$ cat src/design/tap_defines.vh
// Constants for the boundary-scan test access port
`ifndef TAP_DEFINES_VH
`define TAP_DEFINES_VH

// Instruction register
`define IR_WIDTH 8
`define IR_CAPTURE_VAL 8'h81
`define IR_BYPASS_CODE 8'hFF
`define IR_RESET_VAL 8'hFF

// Bypass register capture value
`define BYPASS_CAPTURE 1'b0

// Scan-history stream
`define HIST_WIDTH 8
`define HIST_RESET 8'h00
`define FIFO_DEPTH 32
`define FIFO_AW 5

// Test-clock timing, the bench runs the test clock at this period
`define SYS_CLK_NS 50
`define TCK_PERIOD_NS 400
`define TCK_CYCLES (`TCK_PERIOD_NS / `SYS_CLK_NS)

// TAP state codes
`define ST_TLR 4'h0
`define ST_RTI 4'h1
`define ST_SEL_DR 4'h2
`define ST_CAP_DR 4'h3
`define ST_SHF_DR 4'h4
`define ST_EX1_DR 4'h5
`define ST_PAU_DR 4'h6
`define ST_EX2_DR 4'h7
`define ST_UPD_DR 4'h8
`define ST_SEL_IR 4'h9
`define ST_CAP_IR 4'hA
`define ST_SHF_IR 4'hB
`define ST_EX1_IR 4'hC
`define ST_PAU_IR 4'hD
`define ST_EX2_IR 4'hE
`define ST_UPD_IR 4'hF

`endif

$ cat src/design/scan_fifo.v
// Synchronous FIFO with valid/ready on both sides
`timescale 1ns/100ps
`default_nettype none

module scan_fifo #(
	parameter WIDTH = 8,
	parameter DEPTH = 32,
	parameter AW = 5
) (
	input wire sys_clk,
	input wire reset,
	input wire in_valid,
	output wire in_ready,
	input wire [WIDTH-1:0] in_data,
	output wire out_valid,
	input wire out_ready,
	output wire [WIDTH-1:0] out_data
);

	reg [WIDTH-1:0] mem_r [0:DEPTH-1];
	reg [AW-1:0] wr_ptr_r;
	reg [AW-1:0] rd_ptr_r;
	reg [AW:0] count_r;
	wire push;
	wire pop;

	assign in_ready = (count_r != DEPTH[AW:0]);
	assign out_valid = (count_r != {(AW+1){1'b0}});
	assign out_data = mem_r[rd_ptr_r];
	assign push = in_valid & in_ready;
	assign pop = out_valid & out_ready;

	always @(posedge sys_clk) begin
		if (push) begin
			mem_r[wr_ptr_r] <= in_data;
		end
	end

	always @(posedge sys_clk) begin
		if (reset) begin
			wr_ptr_r <= {AW{1'b0}};
			rd_ptr_r <= {AW{1'b0}};
			count_r <= {(AW+1){1'b0}};
		end else begin
			if (push) begin
				wr_ptr_r <= (wr_ptr_r == DEPTH[AW-1:0] - 1'b1) ? {AW{1'b0}} : wr_ptr_r + 1'b1;
			end
			if (pop) begin
				rd_ptr_r <= (rd_ptr_r == DEPTH[AW-1:0] - 1'b1) ? {AW{1'b0}} : rd_ptr_r + 1'b1;
			end
			if (push & ~pop) begin
				count_r <= count_r + 1'b1;
			end else if (pop & ~push) begin
				count_r <= count_r - 1'b1;
			end
		end
	end

endmodule // scan_fifo

`default_nettype wire

$ cat src/design/tap_port.v
// Boundary-scan test access port: controller, instruction and bypass registers
//
// Notes on behaviour
// - Sample test inputs on test-clock rise
// - Change test output only on falling edge
// - Capture-IR loads fixed pattern 10000001
// - Shift-IR shifts instruction, last bit entering Exit1
// - Enable test output falling edge after Shift
// - Float test output falling edge after Exit1
// - Update-IR latches instruction on falling edge
// - All-ones instruction selects bypass register
// - Bypass captures zero leaving Capture-DR
// - Update-DR transfers shifted data on falling edge
// - Bypass acts as one-cycle delay
// - Unsupported instructions behave as bypass
`timescale 1ns/100ps
`default_nettype none
`include "tap_defines.vh"

module tap_port #(
	parameter IR_W = `IR_WIDTH,
	parameter HIST_W = `HIST_WIDTH,
	parameter DEPTH = `FIFO_DEPTH,
	parameter AW = `FIFO_AW
) (
	input wire sys_clk,
	input wire reset,
	input wire tck,
	input wire tms,
	input wire tdi,
	output wire tdo_o,
	output wire tdo_oe,
	output wire [IR_W-1:0] instr_active,
	output wire bypass_sel,
	output wire [3:0] tap_state,
	output wire scan_ready,
	output wire scan_valid,
	input wire scan_take,
	output wire [HIST_W-1:0] scan_data
);

	localparam [3:0] TLR = `ST_TLR;
	localparam [3:0] RTI = `ST_RTI;
	localparam [3:0] SEL_DR = `ST_SEL_DR;
	localparam [3:0] CAP_DR = `ST_CAP_DR;
	localparam [3:0] SHF_DR = `ST_SHF_DR;
	localparam [3:0] EX1_DR = `ST_EX1_DR;
	localparam [3:0] PAU_DR = `ST_PAU_DR;
	localparam [3:0] EX2_DR = `ST_EX2_DR;
	localparam [3:0] UPD_DR = `ST_UPD_DR;
	localparam [3:0] SEL_IR = `ST_SEL_IR;
	localparam [3:0] CAP_IR = `ST_CAP_IR;
	localparam [3:0] SHF_IR = `ST_SHF_IR;
	localparam [3:0] EX1_IR = `ST_EX1_IR;
	localparam [3:0] PAU_IR = `ST_PAU_IR;
	localparam [3:0] EX2_IR = `ST_EX2_IR;
	localparam [3:0] UPD_IR = `ST_UPD_IR;

	// Only the all-ones code is defined here; all others fall back to bypass
	function is_bypass;
		input [IR_W-1:0] code;
		begin
			case (code)
				`IR_BYPASS_CODE: is_bypass = 1'b1;
				default: is_bypass = 1'b1;
			endcase
		end
	endfunction

	// Next state of the controller for a given mode bit
	function [3:0] next_state;
		input [3:0] cur;
		input m;
		begin
			case (cur)
				TLR: next_state = m ? TLR : RTI;
				RTI: next_state = m ? SEL_DR : RTI;
				SEL_DR: next_state = m ? SEL_IR : CAP_DR;
				CAP_DR: next_state = m ? EX1_DR : SHF_DR;
				SHF_DR: next_state = m ? EX1_DR : SHF_DR;
				EX1_DR: next_state = m ? UPD_DR : PAU_DR;
				PAU_DR: next_state = m ? EX2_DR : PAU_DR;
				EX2_DR: next_state = m ? UPD_DR : SHF_DR;
				UPD_DR: next_state = m ? SEL_DR : RTI;
				SEL_IR: next_state = m ? TLR : CAP_IR;
				CAP_IR: next_state = m ? EX1_IR : SHF_IR;
				SHF_IR: next_state = m ? EX1_IR : SHF_IR;
				EX1_IR: next_state = m ? UPD_IR : PAU_IR;
				PAU_IR: next_state = m ? EX2_IR : PAU_IR;
				EX2_IR: next_state = m ? UPD_IR : SHF_IR;
				UPD_IR: next_state = m ? SEL_DR : RTI;
				default: next_state = TLR;
			endcase
		end
	endfunction

	// Pin synchronisers
	// TMS and TDI reset high, their idle level, so no false step follows reset
	reg tck_s1_r;
	reg tck_s2_r;
	reg tck_d_r;
	reg tms_s1_r;
	reg tms_s2_r;
	reg tdi_s1_r;
	reg tdi_s2_r;
	wire tck_rise;
	wire tck_fall;

	always @(posedge sys_clk) begin
		if (reset) begin
			tck_s1_r <= 1'b0;
			tck_s2_r <= 1'b0;
			tck_d_r <= 1'b0;
			tms_s1_r <= 1'b1;
			tms_s2_r <= 1'b1;
			tdi_s1_r <= 1'b1;
			tdi_s2_r <= 1'b1;
		end else begin
			tck_s1_r <= tck;
			tck_s2_r <= tck_s1_r;
			tck_d_r <= tck_s2_r;
			tms_s1_r <= tms;
			tms_s2_r <= tms_s1_r;
			tdi_s1_r <= tdi;
			tdi_s2_r <= tdi_s1_r;
		end
	end

	// Test-clock edges as one-cycle enables; all test logic steps on these except the Test-Logic-Reset restore of the instruction
	assign tck_rise = tck_s2_r & ~tck_d_r;
	assign tck_fall = ~tck_s2_r & tck_d_r;

	// Controller
	// Five TMS-high rises reach Test-Logic-Reset from any state
	reg [3:0] state_r;
	wire [3:0] state_nxt;

	assign state_nxt = next_state(state_r, tms_s2_r);

	always @(posedge sys_clk) begin
		if (reset) begin
			state_r <= TLR;
		end else if (tck_rise) begin
			state_r <= state_nxt;
		end
	end

	// State decodes shared by the registers below
	wire in_tlr;
	wire in_cap_ir;
	wire in_shf_ir;
	wire in_upd_ir;
	wire in_cap_dr;
	wire in_shf_dr;
	wire in_upd_dr;
	wire in_shift;

	assign in_tlr = (state_r == TLR);
	assign in_cap_ir = (state_r == CAP_IR);
	assign in_shf_ir = (state_r == SHF_IR);
	assign in_upd_ir = (state_r == UPD_IR);
	assign in_cap_dr = (state_r == CAP_DR);
	assign in_shf_dr = (state_r == SHF_DR);
	assign in_upd_dr = (state_r == UPD_DR);
	assign in_shift = in_shf_ir | in_shf_dr;

	// Instruction shift stage and active latch
	reg [IR_W-1:0] ir_shift_r;
	reg [IR_W-1:0] ir_active_r;

	always @(posedge sys_clk) begin
		if (reset) begin
			ir_shift_r <= `IR_CAPTURE_VAL;
		end else if (tck_rise) begin
			if (in_cap_ir) begin
				ir_shift_r <= `IR_CAPTURE_VAL;
			end else if (in_shf_ir) begin
				ir_shift_r <= {tdi_s2_r, ir_shift_r[IR_W-1:1]};
			end
		end
	end

	always @(posedge sys_clk) begin
		if (reset) begin
			ir_active_r <= `IR_RESET_VAL;
		end else if (in_tlr) begin
			// Test-Logic-Reset restores the bypass code
			ir_active_r <= `IR_RESET_VAL;
		end else if (tck_fall && in_upd_ir) begin
			ir_active_r <= ir_shift_r;
		end
	end

	wire byp_sel;

	assign byp_sel = is_bypass(ir_active_r);

	// Bypass register and scan history of the data path
	reg bypass_r;
	reg [HIST_W-1:0] hist_r;

	always @(posedge sys_clk) begin
		if (reset) begin
			bypass_r <= `BYPASS_CAPTURE;
			hist_r <= `HIST_RESET;
		end else if (tck_rise) begin
			if (in_cap_dr && byp_sel) begin
				bypass_r <= `BYPASS_CAPTURE;
			end else if (in_shf_dr && byp_sel) begin
				bypass_r <= tdi_s2_r;
			end
			if (in_shf_dr) begin
				hist_r <= {tdi_s2_r, hist_r[HIST_W-1:1]};
			end
		end
	end

	// Test data output, moved only on test-clock falling edges
	// Outside the shift states the output keeps its last value
	reg tdo_r;
	reg tdo_oe_r;
	reg tdo_nxt;

	always @* begin
		case (state_r)
			SHF_IR: tdo_nxt = ir_shift_r[0];
			SHF_DR: tdo_nxt = bypass_r;
			default: tdo_nxt = tdo_r;
		endcase
	end

	always @(posedge sys_clk) begin
		if (reset) begin
			tdo_r <= 1'b0;
			tdo_oe_r <= 1'b0;
		end else if (tck_fall) begin
			tdo_r <= tdo_nxt;
			tdo_oe_r <= in_shift;
		end
	end

	// Update stage: loaded on every Update-DR fall, even when the stream is stalled
	reg [HIST_W-1:0] dr_update_r;
	reg upd_strobe_r;

	always @(posedge sys_clk) begin
		if (reset) begin
			dr_update_r <= `HIST_RESET;
			upd_strobe_r <= 1'b0;
		end else begin
			upd_strobe_r <= tck_fall & in_upd_dr;
			if (tck_fall && in_upd_dr) begin
				dr_update_r <= hist_r;
			end
		end
	end

	// Stream push, one cycle after the update stage loads
	// A word arriving while one is pending and the buffer is full is lost
	reg push_r;
	reg [HIST_W-1:0] push_data_r;
	wire fifo_in_ready;

	always @(posedge sys_clk) begin
		if (reset) begin
			push_r <= 1'b0;
			push_data_r <= `HIST_RESET;
		end else if (upd_strobe_r && (!push_r || fifo_in_ready)) begin
			push_r <= 1'b1;
			push_data_r <= dr_update_r;
		end else if (fifo_in_ready) begin
			push_r <= 1'b0;
		end
	end

	scan_fifo #(
		.WIDTH(HIST_W),
		.DEPTH(DEPTH),
		.AW(AW)
	) u_fifo (
		.sys_clk(sys_clk),
		.reset(reset),
		.in_valid(push_r),
		.in_ready(fifo_in_ready),
		.in_data(push_data_r),
		.out_valid(scan_valid),
		.out_ready(scan_take),
		.out_data(scan_data)
	);

	assign tdo_o = tdo_r;
	assign tdo_oe = tdo_oe_r;
	assign instr_active = ir_active_r;
	assign bypass_sel = byp_sel;
	assign tap_state = state_r;
	assign scan_ready = fifo_in_ready & ~push_r;

endmodule // tap_port

`default_nettype wire

$ cat config.mk
export PLATFORM = sky130hd
export DESIGN_NAME = tap_port
export DESIGN_NICKNAME = d
export VERILOG_FILES = /design/src/design/scan_fifo.v /design/src/design/tap_port.v
export VERILOG_INCLUDE_DIRS = /design/src /design/src/design
export SDC_FILE = /design/constraint.sdc
export NUM_CORES = 1
export LEC_CHECK = 0
export ABC_CLOCK_PERIOD_IN_PS = 2700
export BUFFER_PORTS_ARGS = -buffer_cell sky130_fd_sc_hd__buf_2
export CORE_MARGIN = 2
export CORE_UTILIZATION = 56
export DETAILED_ROUTE_END_ITERATION = 10
export GPL_TIMING_DRIVEN = 0
export PLACE_DENSITY = 0.87
export SETUP_SLACK_MARGIN = 0.4
export SLEW_MARGIN = 15
export SYNTH_ARGS = -nofsm -noshare
export SYNTH_HDL_FRONTEND = slang
export SYNTH_HIERARCHICAL = 1
export SYNTH_SLANG_ARGS = --single-unit
$ cat constraint.sdc
create_clock -name sys_clk -period 2.7 [get_ports sys_clk]
set_input_delay 0.135 -clock sys_clk [delete_from_list [all_inputs] [get_ports sys_clk]]
set_output_delay 0.135 -clock sys_clk [all_outputs]
set_load 0.02 [all_outputs]
==> reports/metrics.cfg <==
[timing]
worst-slew-pin-transition_ns = 1.05
grt_setup_unrepaired = yes
finalSetupTns_ns = -0.0931
final-hold-violation-count = 0
min_period_ns = 2.74
max_freq_mhz = 364
fin_skew_ns = 0.0290
finalMaxSlewViolations = 0
max-slew-margin-rel_pct = 29.9
timing.final.setup_violations = 3
setup_ws_ns = -0.0437
timing.final.crit_share_pct = 102

[yosys]
syn_avg_cell_area_sq_um = 15.3
ys_types = 73
xor_and_xnor_fraction_of_the_mapped_netlist_area_pct = 0.194
syn-cell-area_sq_um = 13500
ys_ff_latch = 333
synth_top_family_by_area = multiplexers
synth_edf_count = 256
mappedNetlistNets = 905
post_synthesis_instance_total = 885
synth_compound_area_share_pct = 6.34
main_flop_type_after_synthesis = sky130_fd_sc_hd__edfxtp_1
sequential_to_total_area_share_from_yosys_stat_pct = 68.2
synth_warnings = 6
postSynth.asyncResetShare_pct = 0
synth_simple_gate_area_share_pct = 8.80
synth-adder-area-share_pct = 1.35
share_of_cell_area_taken_by_muxes_after_synthesis_pct = 12.6

[die]
io_pins = 31
floorplan.die_area_sq_um = 25400
horiz_die_dim_microns = 159
floorplan.initialDensity_pct = 57.3
std_cell_rows = 56
design.core.area_sq_um = 23600
die-height_microns = 159

[power]
vdd_drop_max_uv = 526
power.leakage_uw = 0.00523
power.total_uw = 11900
power-per-cell-area_nw_per_um2 = 761

[worst_setup_path]
worst_path_largest_cell_delay_ns = 0.39
worst_ep_required_time_ns = 2.57
reg2reg_depth = 10
worstPathBufferInverterCount = 4
worstReg2RegEnd = u_fifo/count_r[4]
cp_max_fo = 10
ff2ff_setup_slack_ns = 0.03
worst-setup-path-type = flop to output pin
count_of_cell_instances_traversed_by_the_critical_path = 7
startpoint_type = flop
crit-reg2reg-launch = u_fifo/count_r[0]
path_cells = buf_2 > buf_6 > buf_6 > mux4_2 > a221oi_2 > nand3_1 > buf_2
crit_family = buffers and inverters
critical-path-slowest-cell = sky130_fd_sc_hd__dfxtp_1
cp-end-kind = output pin
worstPathArrival_ns = 2.61
worst_setup_path_endpoint = scan_data[0]

[clock_tree]
clkSlewWorstSetupHoldPaths_ns = 0.06
clkSinkCount = 333
max-clock-path-buffers = 3
clock_tree.root_cell = sky130_fd_sc_hd__clkbuf_16
numCtsBuffers = 34
clock_tree.htree_level_count = 2
worstSkewPairLatency_ns = 0.52
cts_tree = built

[place]
detailedPlacementHpwl_mm = 17.6
number_of_port_buffers = 29
place.gp.congestion = 0.870

[finish]
post_route_cells_drive_above_1_share_pct = 22.2
final_common_cell = sky130_fd_sc_hd__edfxtp_1
diodes = 0
area_added_between_synthesis_and_finish_pct = 15.5
fillerInstances = 1477
finalNetCount = 985
most_frequent_cells_in_the_layout = sky130_fd_sc_hd__edfxtp_1 (256), sky130_fd_sc_hd__mux2i_1 (92), sky130_fd_sc_hd__dfxtp_1 (63), sky130_fd_sc_hd__nor2_1 (61)

[global_routing]
globalRouteOverflowTotal = 0
grt-busiest-layer = met2
global_route.usage.met2_pct = 40.0
pin_count_of_the_biggest_net_entering_global_routing = 34
grt_pass1_vias = 8179
grt_usage_pct = 23.3
wire_length_of_the_first_global_routing_pass_mm = 46.3
grtUsageMet3_pct = 3.83
grt_antenna_before_repair = 0
grt_use_met1_pct = 29.8

[routing]
post_drt_via_cell_ratio = 6.37
drt-initial-drc-count = 914
final_antenna_net_count = 0
via_count = 8320
remaining_drc_errors = 0
first_pass_iters = 7
wirelength_per_cell_microns = 23.3
routed_wirelength_mm = 30.5

[run_status]
run_status = complete, but fails checks
violations = negative setup slack

[hold_path]
timing.hold.worst.class = input port to flop

[flow_run]
drv_cap = 0

state kept, by name, indices dropped and copies added (netlist names), 5 cells and up, named ones only:
name             cells
instr_active         8
u_fifo/mem_r       256
ir_shift_r           8
push_data_r          8
u_fifo/wr_ptr_r      5
u_fifo/rd_ptr_r      5
dr_update_r          8
u_fifo/count_r       6
hist_r               8
power breakdown:
part | switching, uW | internal [uW]
Clock | 1860 | 2490
Sequential | 100 | 5520
Combinational | 1050 | 885
Total | 3010 | 8890
stage by stage:
step           setup WS [ns]  util, %  hold slack (ns)  instance area, sq um  instances
4_1_cts               0.0301     65.4            0.101                 15400       1303
6_report             -0.0437     66.2            0.139                 15600       1306
3_5_place_dp          -0.207     59.7            0.321                 14100       1233
3_3_place_gp          -0.164     59.7            0.319                 14100       1233
5_1_grt              -0.0374     66.2            0.155                 15600       1306
2_1_floorplan         0.0314        -            0.239                 13600        885
cell families after synthesis:
| logic type | after synthesis |
|---|---|
| compound gates | 119 |
| xor+xnor | 3 |
| fa+ha+maj | 14 |
| buf+inv | 60 |
| flops | 333 |
| mux | 125 |
| other cells | 1 |
| simple gates | 230 |
cell type report:
class	instances	area, sq um	area share [%]
Buffer	50	369	2.36
Clock buffer	44	950	6.07
Clock inverter	14	87.6	0.560
Inverter	10	47.5	0.304
Multi-Input combinational cell	492	4210	26.9
Sequential cell	333	9250	59.1
Tap cell	319	399	2.55
Timing Repair Buffer	44	322	2.06
worst min-delay path by stage:
stage	slack, ns	startpoint	cells past startpoint	endpoint
after global routing	0.15	reset	3	ir_shift_r[4]
after floorplan	0.24	tdi	1	tdi_s1_r
after global placement	0.32	tms	2	tms_s1_r
after CTS	0.10	reset	3	instr_active[7]
final	0.14	reset	3	instr_active[7]
after detailed placement	0.32	tdi	2	tdi_s1_r
Yosys cell counts (all sizes together), types with 7 or more instances:
cell type	count	area [sq um]
edfxtp	256	7690
inv	10	40.0
or3	7	45.1
ha	13	163
a21oi	32	171
dfxtp	77	1540
nand3	43	215
clkbuf	22	103
a221oi	8	76.3
mux4	32	773
a22oi	32	240
mux2i	92	921
a22o	8	70.1
and3	7	45.1
nand2	45	199
nor2	75	284
nor2b	10	65.1
o21ai	13	68.8
buf	28	195
layer usage:
layer	vias up	part of all wire [%]
li1	3581	-
met1	4061	37
met2	545	50
met3	133	8.2
met4	0	5.0
met5	-	0
timing repair:
action | CTS | global route
cloned | 0 | 1
pin swaps | 13 | 19
gates resized for setup | 55 | 36
hold buffers | 3 | 0
setup endpoints to repair | 14 | 63
endpoints found under the hold margin | 3 | 0
buffers inserted | 9 | 2
worst reg2reg max path: cells and delay by family (launching register included):
family,cells,cell delay [ns]
and+or+nand+nor,3,0.82
AOI/OAI and AO/OA,3,0.65
adders and majority gates,2,0.59
DFF,1,0.32
buffers and inverters,2,0.20
Power figures use the tool's default switching activity.
